[src/ptif_pkg.sv]
// Package for the PWM and touch-key interrupt flag block.
// Holds register offsets, field positions, reset values and masks.
// Assumes an Avalon-MM slave with 32-bit data and byte addresses.
package ptif_pkg;

  // Register indices as printed; the byte address is four times the index.
  localparam logic [7:0] PTIF_IDX_ENABLE = 8'h84;
  localparam logic [7:0] PTIF_IDX_FLAGS  = 8'h85;
  localparam logic [7:0] PTIF_IDX_IRQST  = 8'h86;

  // Byte addresses of the registers.
  localparam logic [9:0] PTIF_ADR_ENABLE = {PTIF_IDX_ENABLE, 2'b00};
  localparam logic [9:0] PTIF_ADR_FLAGS  = {PTIF_IDX_FLAGS, 2'b00};
  localparam logic [9:0] PTIF_ADR_IRQST  = {PTIF_IDX_IRQST, 2'b00};

  // Field positions, shared by enable and flag registers.
  localparam int PTIF_BIT_PWM_GROUP = 6;
  localparam int PTIF_BIT_PWM_CH0   = 5;
  localparam int PTIF_BIT_TOUCH_B   = 1;
  localparam int PTIF_BIT_TOUCH_A   = 0;

  // Implemented bits; the rest read as zero.
  localparam logic [7:0] PTIF_IMPL_MASK = 8'h63;

  // Reset values.
  localparam logic [7:0] PTIF_RST_ENABLE = 8'h00;
  localparam logic [7:0] PTIF_RST_FLAGS  = 8'h00;

  // Clearing byte values that software writes for each flag.
  localparam logic [7:0] PTIF_CLR_PWM_GROUP = 8'hbf;
  localparam logic [7:0] PTIF_CLR_PWM_CH0   = 8'hdf;
  localparam logic [7:0] PTIF_CLR_TOUCH_B   = 8'hfd;
  localparam logic [7:0] PTIF_CLR_TOUCH_A   = 8'hfe;

  // Answer to a read of an unmapped address.
  localparam logic [31:0] PTIF_RD_UNMAPPED = 32'h0000_0000;

endpackage

[src/ptif_event_if.sv]
// Interface carrying the four hardware events between the edge stage and the top.
// Assumes both ends share one clock.
`timescale 1ns/100ps
`default_nettype none
interface ptif_event_if;
  logic [7:0] set_pulse; // One-cycle set request per flag position.
  modport src (output set_pulse);
  modport dst (input set_pulse);
endinterface
`default_nettype wire

[src/ptif_event_edge.sv]
// Turns level event inputs into one-cycle set pulses at the rising edge.
// Assumes the event inputs are from logic on the same clock.
`timescale 1ns/100ps
`default_nettype none
module ptif_event_edge
  import ptif_pkg::*;
(
  // Clock and reset.
  input  wire logic       clk,
  input  wire logic       reset_n,
  // Raw event levels placed at flag positions.
  input  wire logic [7:0] event_lvl,
  // Set pulses toward the flag register.
  ptif_event_if.src       ev
);

  logic [7:0] prev_r;   // Event levels of the previous cycle.
  logic [7:0] prev_nxt; // Next value of the level store.

  // Remember the levels so a held event sets its flag only once.
  always_comb begin
    prev_nxt = event_lvl & PTIF_IMPL_MASK;
  end

  // Register the levels.
  always_ff @(posedge clk or negedge reset_n) begin
    if (!reset_n) begin
      prev_r <= 8'h00;
    end else begin
      prev_r <= prev_nxt;
    end
  end

  // A pulse marks the cycle in which an event level rises.
  assign ev.set_pulse = event_lvl & ~prev_r & PTIF_IMPL_MASK;

endmodule
`default_nettype wire

[src/ptif_top.sv]
// Contract
// PWM channel 1 period end sets bit 6.
// Writing bfh clears only the group flag.
// Channel 0 period sets bit 5; dfh clears.
// Engine B scan sets bit 1; fdh clears.
// Engine A scan sets bit 0; feh clears.
// Enable bit 6 gates grouped PWM interrupt.
// Enable bit 5 gates channel 0 interrupt.
// Enable bit 1 gates engine B interrupt.
// Enable bit 0 gates engine A interrupt.
// All enables and flags reset to zero.
// Zero clears, one keeps; set beats clear.
// Request held while flag and enable set.
//
// Top of the PWM and touch-key interrupt flag block.
// Assumes an Avalon-MM master on clk and event strobes on the same clock.
`timescale 1ns/100ps
`default_nettype none
module ptif_top
  import ptif_pkg::*;
(
  // Clock and reset.
  input  wire logic        clk,
  input  wire logic        reset_n,
  // Avalon-MM slave.
  input  wire logic [9:0]  avs_address,
  input  wire logic        avs_read,
  input  wire logic        avs_write,
  input  wire logic [31:0] avs_writedata,
  input  wire logic [3:0]  avs_byteenable,
  output logic      [31:0] avs_readdata,
  output logic             avs_waitrequest,
  // Event levels from the PWM and touch-key engines.
  input  wire logic        pwm_group_period_end,
  input  wire logic        pwm_ch0_period_end,
  input  wire logic        touch_b_scan_done,
  input  wire logic        touch_a_scan_done,
  // Interrupt requests.
  output logic      [7:0]  irq_req,
  output logic             irq
);

  ptif_event_if ev_if ();                 // Set pulses from the edge stage.

  logic [7:0]  event_lvl;                 // Events placed at flag positions.
  logic [7:0]  enable_r;                  // Enable register.
  logic [7:0]  enable_nxt;                // Next enable value.
  logic [7:0]  flags_r;                   // Flag register.
  logic [7:0]  flags_nxt;                 // Next flag value.
  logic [7:0]  req_r;                     // Registered per-source requests.
  logic [7:0]  req_nxt;                   // Next per-source requests.
  logic        irq_r;                     // Registered combined request.
  logic        irq_nxt;                   // Next combined request.
  logic        ack_r;                     // High in the answer cycle.
  logic        ack_nxt;                   // Next answer flag.
  logic        wait_r;                    // Registered waitrequest, high while idle.
  logic        wait_nxt;                  // Next waitrequest.
  logic [31:0] rdata_r;                   // Registered read data.
  logic [31:0] rdata_nxt;                 // Next read data.
  logic        wr_take;                   // Write accepted this cycle.
  logic        rd_take;                   // Read seen; its data are captured now.

  // Map the engine events onto their flag positions.
  always_comb begin
    event_lvl = 8'h00;
    event_lvl[PTIF_BIT_PWM_GROUP] = pwm_group_period_end;
    event_lvl[PTIF_BIT_PWM_CH0]   = pwm_ch0_period_end;
    event_lvl[PTIF_BIT_TOUCH_B]   = touch_b_scan_done;
    event_lvl[PTIF_BIT_TOUCH_A]   = touch_a_scan_done;
  end

  // Edge stage so a long event level sets its flag once only.
  ptif_event_edge u_edge (
    .clk       (clk),
    .reset_n   (reset_n),
    .event_lvl (event_lvl),
    .ev        (ev_if.src)
  );

  // Every access takes one wait cycle, then completes in the answer cycle.
  // A write acts at the end of the answer cycle, when the master sees waitrequest low.
  assign wr_take = avs_write & ack_r;
  // A read is captured in its first cycle, so the data already stand in a register
  // when the answer comes; the price is that the value is one cycle old.
  assign rd_take = avs_read & ~ack_r;

  // Handshake state. Waitrequest has its own register so that the pin comes
  // straight from a flip-flop; it is always the inverse of the answer flag.
  always_comb begin
    ack_nxt  = (avs_read | avs_write) & ~ack_r;
    wait_nxt = ~ack_nxt;
  end

  // Register and flag update logic.
  always_comb begin
    enable_nxt = enable_r;
    flags_nxt  = flags_r;
    // Only byte lane 0 holds register data; other lanes are ignored.
    if (wr_take && avs_byteenable[0]) begin
      if (avs_address == PTIF_ADR_ENABLE) begin
        enable_nxt = avs_writedata[7:0] & PTIF_IMPL_MASK;
      end else if (avs_address == PTIF_ADR_FLAGS) begin
        // A zero clears its flag and a one leaves it, so bfh touches bit 6 only.
        flags_nxt = flags_r & avs_writedata[7:0];
      end else if (avs_address == PTIF_ADR_IRQST) begin
        // Read-only status; writes are ignored.
        flags_nxt = flags_r;
      end
    end
    // Hardware set wins over a same-cycle software clear.
    flags_nxt = (flags_nxt | ev_if.set_pulse) & PTIF_IMPL_MASK;
  end

  // Requests follow flag and enable in the same cycle, through one register stage.
  always_comb begin
    req_nxt = flags_nxt & enable_nxt;
    irq_nxt = |req_nxt;
  end

  // Read data mux. The data are taken when a read is first seen and then stand
  // unchanged through the answer cycle, because only a new read loads them.
  always_comb begin
    rdata_nxt = rdata_r;
    if (rd_take) begin
      if (avs_address == PTIF_ADR_ENABLE) begin
        rdata_nxt = {24'h000000, enable_r};
      end else if (avs_address == PTIF_ADR_FLAGS) begin
        rdata_nxt = {24'h000000, flags_r};
      end else if (avs_address == PTIF_ADR_IRQST) begin
        rdata_nxt = {24'h000000, req_r};
      end else begin
        rdata_nxt = PTIF_RD_UNMAPPED;
      end
    end
  end

  // Register everything; reset clears all enables and flags.
  always_ff @(posedge clk or negedge reset_n) begin
    if (!reset_n) begin
      enable_r <= PTIF_RST_ENABLE;
      flags_r  <= PTIF_RST_FLAGS;
      req_r    <= 8'h00;
      irq_r    <= 1'b0;
      ack_r    <= 1'b0;
      wait_r   <= 1'b1;
      rdata_r  <= 32'h0000_0000;
    end else begin
      enable_r <= enable_nxt;
      flags_r  <= flags_nxt;
      req_r    <= req_nxt;
      irq_r    <= irq_nxt;
      ack_r    <= ack_nxt;
      wait_r   <= wait_nxt;
      rdata_r  <= rdata_nxt;
    end
  end

  // Every output is a register, so no pin glitches while the address decodes.
  assign avs_readdata    = rdata_r;
  assign avs_waitrequest = wait_r;
  assign irq_req         = req_r;
  assign irq             = irq_r;

  // Checks on the flag, enable and request behaviour. All run on the system
  // clock; all but the reset check are off while reset is held.

  // Right after reset every enable and flag must read zero.
  a_reset_clear: assert property (
    @(posedge clk)
    $rose(reset_n) |-> flags_r == 8'h00 && enable_r == 8'h00)
    else $error("flags or enables not zero after reset");

  // A group event sets bit 6 at the next edge.
  a_set_group: assert property (
    @(posedge clk) disable iff (!reset_n)
    ev_if.set_pulse[PTIF_BIT_PWM_GROUP] |=> flags_r[PTIF_BIT_PWM_GROUP])
    else $error("group flag not set");

  // Writing the group clearing byte drops bit 6 and leaves the low flags alone.
  a_clear_group: assert property (
    @(posedge clk) disable iff (!reset_n)
    wr_take && avs_byteenable[0] && avs_address == PTIF_ADR_FLAGS &&
    avs_writedata[7:0] == PTIF_CLR_PWM_GROUP && ev_if.set_pulse == 8'h00
    |=> !flags_r[PTIF_BIT_PWM_GROUP] && flags_r[5:0] == $past(flags_r[5:0]))
    else $error("group clear wrong");

  // Writing the channel 0 clearing byte drops bit 5.
  a_clear_ch0: assert property (
    @(posedge clk) disable iff (!reset_n)
    wr_take && avs_byteenable[0] && avs_address == PTIF_ADR_FLAGS &&
    avs_writedata[7:0] == PTIF_CLR_PWM_CH0 && !ev_if.set_pulse[PTIF_BIT_PWM_CH0]
    |=> !flags_r[PTIF_BIT_PWM_CH0])
    else $error("channel 0 clear wrong");

  // Writing the engine B clearing byte drops bit 1.
  a_clear_tb: assert property (
    @(posedge clk) disable iff (!reset_n)
    wr_take && avs_byteenable[0] && avs_address == PTIF_ADR_FLAGS &&
    avs_writedata[7:0] == PTIF_CLR_TOUCH_B && !ev_if.set_pulse[PTIF_BIT_TOUCH_B]
    |=> !flags_r[PTIF_BIT_TOUCH_B])
    else $error("engine B clear wrong");

  // Writing the engine A clearing byte drops bit 0.
  a_clear_ta: assert property (
    @(posedge clk) disable iff (!reset_n)
    wr_take && avs_byteenable[0] && avs_address == PTIF_ADR_FLAGS &&
    avs_writedata[7:0] == PTIF_CLR_TOUCH_A && !ev_if.set_pulse[PTIF_BIT_TOUCH_A]
    |=> !flags_r[PTIF_BIT_TOUCH_A])
    else $error("engine A clear wrong");

  // A set in the cycle of a clearing write still leaves its flag up.
  a_set_wins: assert property (
    @(posedge clk) disable iff (!reset_n)
    |ev_if.set_pulse
    |=> (flags_r & $past(ev_if.set_pulse)) == $past(ev_if.set_pulse))
    else $error("set lost to clear");

  // The group request follows its flag and enable bit, with no extra delay.
  a_gate_group: assert property (
    @(posedge clk) disable iff (!reset_n)
    irq_req[PTIF_BIT_PWM_GROUP] ==
    (flags_r[PTIF_BIT_PWM_GROUP] && enable_r[PTIF_BIT_PWM_GROUP]))
    else $error("group gating wrong");

  // With its enable low for two cycles, channel 0 never requests.
  a_gate_ch0: assert property (
    @(posedge clk) disable iff (!reset_n)
    !enable_r[PTIF_BIT_PWM_CH0] && !$past(enable_r[PTIF_BIT_PWM_CH0])
    |-> !irq_req[PTIF_BIT_PWM_CH0])
    else $error("channel 0 not blocked");

  // Engine B requests while its flag and enable stand together.
  a_gate_tb: assert property (
    @(posedge clk) disable iff (!reset_n)
    flags_r[PTIF_BIT_TOUCH_B] && enable_r[PTIF_BIT_TOUCH_B] ##1
    flags_r[PTIF_BIT_TOUCH_B] && enable_r[PTIF_BIT_TOUCH_B] |-> irq_req[PTIF_BIT_TOUCH_B])
    else $error("engine B not raised");

  // Engine A requests while its flag and enable stand together.
  a_gate_ta: assert property (
    @(posedge clk) disable iff (!reset_n)
    flags_r[PTIF_BIT_TOUCH_A] && enable_r[PTIF_BIT_TOUCH_A] ##1
    flags_r[PTIF_BIT_TOUCH_A] && enable_r[PTIF_BIT_TOUCH_A] |-> irq_req[PTIF_BIT_TOUCH_A])
    else $error("engine A not raised");

  // The combined request is high exactly while any source requests.
  a_irq_level: assert property (
    @(posedge clk) disable iff (!reset_n)
    irq == (irq_req != 8'h00))
    else $error("combined request wrong");

  // Every request bit is its flag and enable together, and nothing else.
  a_req_match: assert property (
    @(posedge clk) disable iff (!reset_n)
    irq_req == (flags_r & enable_r))
    else $error("request bits do not match flags and enables");

  // Without a write to the flag register no flag ever drops.
  // This is what keeps a request standing until software clears it.
  a_flag_sticky: assert property (
    @(posedge clk) disable iff (!reset_n)
    !(wr_take && avs_address == PTIF_ADR_FLAGS)
    |=> (flags_r & $past(flags_r)) == $past(flags_r))
    else $error("flag dropped without a write");

  // A flag written with a one stays as it was.
  a_one_keeps: assert property (
    @(posedge clk) disable iff (!reset_n)
    wr_take && avs_byteenable[0] && avs_address == PTIF_ADR_FLAGS
    |=> ($past(flags_r) & $past(avs_writedata[7:0]) & ~flags_r) == 8'h00)
    else $error("flag written one was lost");

  // A flag written with a zero falls unless its event fires in the same cycle.
  a_zero_clears: assert property (
    @(posedge clk) disable iff (!reset_n)
    wr_take && avs_byteenable[0] && avs_address == PTIF_ADR_FLAGS
    |=> (flags_r & ~$past(avs_writedata[7:0]) & ~$past(ev_if.set_pulse)) == 8'h00)
    else $error("flag written zero was kept");

  // An enable write lands whole, with the unused bits kept at zero.
  a_enable_write: assert property (
    @(posedge clk) disable iff (!reset_n)
    wr_take && avs_byteenable[0] && avs_address == PTIF_ADR_ENABLE
    |=> enable_r == ($past(avs_writedata[7:0]) & PTIF_IMPL_MASK))
    else $error("enable write did not land");

  // A write without byte lane 0 changes no enable.
  a_lane_gate: assert property (
    @(posedge clk) disable iff (!reset_n)
    wr_take && !avs_byteenable[0] |=> enable_r == $past(enable_r))
    else $error("write without lane 0 acted");

  // The request status register ignores writes; enables stay put.
  a_status_ro: assert property (
    @(posedge clk) disable iff (!reset_n)
    wr_take && avs_address == PTIF_ADR_IRQST |=> enable_r == $past(enable_r))
    else $error("status write acted");

  // Bits with no source always read zero in both registers.
  a_unused_zero: assert property (
    @(posedge clk) disable iff (!reset_n)
    ((flags_r | enable_r) & ~PTIF_IMPL_MASK) == 8'h00)
    else $error("unused bit set");

  // A request meets exactly one wait cycle, then the answer cycle.
  a_wait_once: assert property (
    @(posedge clk) disable iff (!reset_n)
    (avs_read || avs_write) && avs_waitrequest |=> !avs_waitrequest)
    else $error("answer did not follow one wait cycle");

  // Waitrequest drops for one cycle only; a request still held after it is answered again two cycles later.
  a_wait_short: assert property (
    @(posedge clk) disable iff (!reset_n)
    !avs_waitrequest |=> avs_waitrequest)
    else $error("waitrequest low for more than one cycle");

  // In the answer cycle of a read the upper lanes carry zero.
  a_rdata_upper: assert property (
    @(posedge clk) disable iff (!reset_n)
    avs_read && !avs_waitrequest |-> avs_readdata[31:8] == 24'h000000)
    else $error("read data upper lanes not zero");

endmodule
`default_nettype wire

[config.mk]
export PLATFORM = sky130hd
export DESIGN_NAME = ptif_top
export DESIGN_NICKNAME = d
export VERILOG_FILES = /design/src/ptif_pkg.sv /design/src/ptif_event_if.sv /design/src/ptif_event_edge.sv /design/src/ptif_top.sv
export SDC_FILE = /design/constraint.sdc
export NUM_CORES = 1
export LEC_CHECK = 0
export ABC_AREA = 1
export BUFFER_PORTS_ARGS = -buffer_cell sky130_fd_sc_hd__buf_2
export CORE_ASPECT_RATIO = 0.6
export CORE_MARGIN = 1
export CORE_UTILIZATION = 43
export CTS_CLUSTER_DIAMETER = 120
export DETAILED_ROUTE_END_ITERATION = 7
export GPL_TIMING_DRIVEN = 0
export PLACE_DENSITY = 0.84
export SYNTH_ARGS = -nofsm -noshare
export SYNTH_HDL_FRONTEND = slang
export SYNTH_SLANG_ARGS = --single-unit
[constraint.sdc]
create_clock -name clk -period 1.92 [get_ports clk]
set_input_delay 0 -clock clk [delete_from_list [all_inputs] [get_ports clk]]
set_output_delay 0 -clock clk [all_outputs]
set_load 0.02 [all_outputs]
-- Word-level counts from Yosys, hierarchy flattened
Index checks and enable logic that the tools add are counted.
- RAM bits: 0
- bits in registers: 59
- output and inout port bits: 42
- memory bits (read-only): 0
- memories: 0
- input bits: 54
- word-level logic and storage cells: 32
- bits in latches: 0
- equal/unequal tests: 3
- bitwise operators: 11
- multipliers: 0
- divide/modulo/power cells: 0
- magnitude comparators: 0
- reductions and logical operators: 2
- add/sub/neg operators: 0
- shift operators: 0
- muxes and demuxes: 8
- operator list (kind ; number):
    two-way mux 8 bit ; 5
    == test 10 bit, second input constant ; 3
    two-way mux 7 bit ; 3
    AND 7 bit ; 2
    AND 7 x 8 -> 8 bit ; 1
    OR reduction 8 bit ; 1
    inverter 7 bit ; 1
    bitwise OR 7 bit ; 1
    AND 1 bit ; 3
    inverter 1 bit ; 2
    logical AND 1 bit ; 1
    bitwise OR 1 bit ; 1

-- Logic depth before layout (Yosys ltp)
- depth in word-level cells: 7
- depth in mapped cells: 12
- depth with buffers taken out: 12

-- By module
From an unflattened synthesis, not the netlist that was laid out.
- cells, all modules: 178
- area total of the unflattened synthesis: 1415.1 um2
- modules (own cells, without submodules) (module ; area each (um2) ; cells an instance ; sequential area each (um2) ; instances):
    ptif_top ; 1241.2 ; 161 ; 476.7 ; 1
    ptif_event_edge ; 173.9 ; 17 ; 100.1 ; 1

-- Least setup slack after synthesis
No wires, ideal clock.
- kind: register to register
- from: register ack_r
- to: register irq_r, in the netlist irq
- cell stages (with the launch flop): 10
- setup time: 0.116 ns
- data arrival time: 1.057 ns
- required time: 1.804 ns
- setup slack: 0.747 ns
- path through: dfrtp_1 nand2_1 nor2_4 nand3_4 nand2_1 o21ai_2 nand2_1 nand2_2 inv_2 nand2_1
- elaborated cells on any way between the ends: 7
- classes of those cells: mux (2); bitwise (3); reduce/logical (2)
- RTL lines (item ; RTL line ; RTL):
    from (decl) ; ptif_top.sv:54 ; logic ack_r;
    from (signal assigned) ; ptif_top.sv:152 ; ack_r <= ack_nxt;
    AND 1 bit ; ptif_top.sv:82 ; assign wr_take = avs_write & ack_r;
    logical AND 1 bit ; ptif_top.sv:99 ; if (wr_take && avs_byteenable[0]) begin
    two-way mux 8 bit ; ptif_top.sv:99 ;
    net enable_nxt[6] ; ptif_top.sv:47 ; logic [7:0] enable_nxt;
    AND 7 x 8 -> 8 bit ; ptif_top.sv:116 ; req_nxt = flags_nxt & enable_nxt;
    OR reduction 8 bit ; ptif_top.sv:117 ; irq_nxt = |req_nxt;
    net irq_nxt ; ptif_top.sv:53 ; logic irq_nxt;
    to (signal assigned) ; ptif_top.sv:151 ; irq_r <= irq_nxt;
    to (decl) ; ptif_top.sv:52 ; logic irq_r;
The timed path passes the listed nets, and every way through them passes these cells.
A chain may end at the register's enable or synchronous reset.

-- Worst setup path in the final report
Same ends and word-level chain as after synthesis.

==> summary.md <==
| Metric | Value |
|---|---|
| Width of the die | 73.5 microns |
| Worst Setup Start Kind | register |
| First drt pass iteration count | 4 |
| Synth area leader | sky130_fd_sc_hd__dfrtp_1 |
| Cell at the root of the clock tree | sky130_fd_sc_hd__clkbuf_8 |
| Worst setup path startpoint | ack_r |
| Overall via count from detail_route | 1034 |
| Library cells used by synthesis | 24 |
| Unrepaired setup endpoints after global routing | false |
| Overall global routing resource usage | 0.170 |
| Most frequently used cell type in the post-synthesis netlist | sky130_fd_sc_hd__buf_4 |
| Layout cells sized above 1 | 0.404 |
| Total area of multi-input combinational cells | 513 sq um |
| Mapped Area | 1320 sq um |
| Final instance area | 1750 sq um |
| Worst hold margin | 0.0240 ns |
| Number of nets with antenna violations after routing | 0 |
| Worst stage delay on the critical path | 0.38 ns |
| Post-Route Skew | 0.00360 ns |
| DIE HEIGHT | 44.9 microns |
| Crit-path cells | nand2_1, nor2_4, nand3_4, nand2_1, o21ai_2, nand2_1, nand2_1, inv_1, nand2_1 |
| Number of global-route vias before repair | 867 |
| Clock slew at reported path FFs | 0.08 ns |
| Clock Tree Buf Depth | 2 |
| Fin nets | 280 |
| Starting density of the core | 0.456 |
| Clock sink count | 23 |
| Required time of the worst setup path | 2.08 ns |
| Routability congestion estimate from global placement | 0.848 |
| Post-route clock period utilization | 0.727 |
| Post-CTS repair timing setup buffer count | 0 |
| Leading cell types by count after synthesis | sky130_fd_sc_hd__buf_4 (32), sky130_fd_sc_hd__nand2_1 (29), sky130_fd_sc_hd__dfrtp_1 (22), sky130_fd_sc_hd__inv_1 (22), sky130_fd_sc_hd__nand2_2 (7) |
| Top-area cell type share of the netlist area | 0.417 |
| Arr. time, crit path | 1.56 ns |
| Initial antenna violation count | 0 |
| Async S/R FF share, synth | 1.00 |
| Post-route DRC violation count | 0 |
| Vias/cell | 3.87 |
| Fillers | 287 |
| First-pass GRT wire length | 4.03 mm |
| Number of synthesized flops with an enable pin | 0 |
| Worst IR drop on VDD | 0.463 mV |
| Synthesized instance count | 153 |
| Arithmetic-cell share of the synthesized area counting full adders, half adders and majority gates | 0 |
| Floorplan row count | 15 |
| Clock latency on the worst-skew pair | 0.27 ns |
| Total power | 1000 uW |
| Setup_tns | 0 ns |
| Top delay family on crit path | simple AND/OR/NAND/NOR gates |
| Largest driver fanout on the critical path | 7 |
| Layout overhead on the synthesized area | 32.4% |
| Max-capacitance violation count | 0 |
| Highest clock frequency the design can meet | 716 MHz |
| Library cell appearing most often on the critical path | sky130_fd_sc_hd__nand2_1 |
| Register bit total from synthesis | 23 |
| Critical register-to-register path startpoint | ack_r |
| Cell area after placement | 1650 sq um |
| Origin of the worst min-delay path | avs_writedata[6] |
| Multiplexer area fraction after synthesis | 0 |
| Period minus WS final | 1.40 ns |
| Leakage power of the design | 0.00104 uW |
| Final wirelength | 2.57 mm |
| P per Cell Area | 574 nW/um^2 |
| WS Path Type | reg2reg |
| Half-perimeter wire length of the detailed placement result | 2.05 mm |
| Share of the synthesized netlist area taken by xor and xnor gates | 0 |
| Flip-flop and latch area | 577 sq um |
| Initial DRC Count | 99 |
| Mean area per synthesized cell | 8.62 sq um |
| Clock tree from TritonCTS | built |
| IO buf count | 32 |
| Final setup vio count | 0 |
| Endpoint type of the worst setup path | register |
| Number of buffers added by the clock tree synthesis step | 3 |
| Number of warnings issued by yosys | 0 |
| Remaining global-route overflow | 0 |
| Post-synth top flop | sky130_fd_sc_hd__dfrtp_1 |
| Std-Cell Core Area | 2890 sq um |
| Area share of and/or/nand/nor cells after synthesis | 0.232 |
| Sequential-to-total area share from yosys stat | 0.437 |
| H-Tree Depth | 1 |
| Die Area | 3300 sq um |
| Share of the core filled with cells | 0.604 |
| Worst slew slack as a fraction of its limit | 0.657 |
| Worst hold-check path type | in2reg |
| Cell types with the largest area share after synthesis | sky130_fd_sc_hd__dfrtp_1 (42%), sky130_fd_sc_hd__buf_4 (18%), sky130_fd_sc_hd__nand2_1 (8.3%), sky130_fd_sc_hd__inv_1 (6.3%), sky130_fd_sc_hd__nand2_2 (3.3%) |
| Crit-path slowest cell | sky130_fd_sc_hd__dfrtp_1 |
| Post-DR wirelength/cell | 9.63 microns |
| Transition time of the tightest slew-check pin | 0.514 ns |
| Largest family of logic cells by synthesized area | buffers and inverters |
| Largest net degree at the start of global routing | 24 |
| Number of antenna cells inserted | 0 |
| Count of buffering cells on the critical path with inverters included | 1 |
| Boundary Pins | 96 |
| Status | completed |
| Post-cts repair resize count | 0 |
| Max Slew Vio Count | 0 |
| Total count of hold-check failures in the final report | 0 |
| Compound-gate portion of the synthesized area | 0.0655 |
final timing paths:
| check | endpoint | slack [ns] | cells past startpoint |
|---|---|---|---|
| min in group asynchronous | u_edge.prev_r[1] | 0.24 | 2 |
| hold reg to reg | ack_r | 0.48 | 1 |
| setup reg to reg | irq | 0.52 | 9 |
| hold / removal | enable_r[6] | 0.02 | 3 |
| max in group asynchronous | avs_waitrequest | 1.32 | 2 |
| setup / recovery | irq | 0.52 | 9 |
registers in the layout, indices dropped and copies added, names as in the netlist:
name             cells
avs_readdata         4
irq                  1
irq_req              4
u_edge.prev_r        4
ack_r                1
enable_r             4
avs_waitrequest      1
flags_r              4
worst min-delay path, cell delays in order:
cell	delay, ns
sky130_fd_sc_hd__buf_2	0.10
sky130_fd_sc_hd__inv_1	0.09
sky130_fd_sc_hd__o21ai_2	0.07
where the power goes:
group | leakage, uW | internal (uW) | switching [uW]
logic | 0.000745 | 78.6 | 118
registers | 0.000270 | 496 | 3.90
clock network | 0.0000217 | 147 | 160
total | 0.00104 | 721 | 281
metrics by stage:
stage / setup slack [ns] / cells
floorplan: 0.747 / 184
global placement: 0.615 / 258
detailed placement: 0.551 / 258
CTS: 0.524 / 267
global route: 0.370 / 267
finish: 0.524 / 267
final cells by class:
| cell class | instances | area share |
|---|---|---|
| Timing Repair Buffer | 37 | 0.120 |
| Clock buffer | 3 | 0.0236 |
| Multi-Input combinational cell | 103 | 0.294 |
| Clock inverter | 1 | 0.00430 |
| Sequential cell | 23 | 0.330 |
| Inverter | 25 | 0.0537 |
| Tap cell | 42 | 0.0301 |
| Buffer | 33 | 0.144 |
cells in the final DEF (no fill, tap or decap):
master	n
sky130_fd_sc_hd__dfstp_2	1
sky130_fd_sc_hd__conb_1	32
sky130_fd_sc_hd__nand4_2	2
sky130_fd_sc_hd__buf_6	1
sky130_fd_sc_hd__nor2_1	4
sky130_fd_sc_hd__inv_2	3
sky130_fd_sc_hd__clkinvlp_4	1
sky130_fd_sc_hd__a22o_1	1
sky130_fd_sc_hd__a31oi_1	1
sky130_fd_sc_hd__buf_2	32
sky130_fd_sc_hd__nand3_4	1
sky130_fd_sc_hd__o21ai_0	3
sky130_fd_sc_hd__a21oi_1	1
sky130_fd_sc_hd__dfrtp_1	22
sky130_fd_sc_hd__dlygate4sd3_1	5
sky130_fd_sc_hd__o211ai_1	2
sky130_fd_sc_hd__nor2_2	3
sky130_fd_sc_hd__o21ai_2	3
sky130_fd_sc_hd__nand2_2	7
sky130_fd_sc_hd__o21ai_1	2
sky130_fd_sc_hd__nor2_4	2
sky130_fd_sc_hd__inv_1	22
sky130_fd_sc_hd__clkbuf_8	3
sky130_fd_sc_hd__nor3_1	1
sky130_fd_sc_hd__nand2_1	29
sky130_fd_sc_hd__buf_4	32
sky130_fd_sc_hd__nand4_1	4
sky130_fd_sc_hd__nand3_1	5
cell families after synthesis:
group                  Yosys count
AOI/OAI and AO/OA               13
buffers and inverters           58
DFF                             23
other                            1
and+or+nand+nor                 58
routing by layer:
layer  share of wire  global-route usage  vias to the layer above
li1                -                   -                      555
met1            0.48               0.255                      438
met2            0.42               0.246                       41
met3           0.094              0.0558                        0
met4               0              0.0231                        0
met5               0                   0                        -
repair_timing:
item | CTS | global route
endpoints found under the setup margin | 0 | 0
hold buffers | 5 | 0
endpoints found under the hold margin | 30 | 0
(Power assumes the default switching activity.)
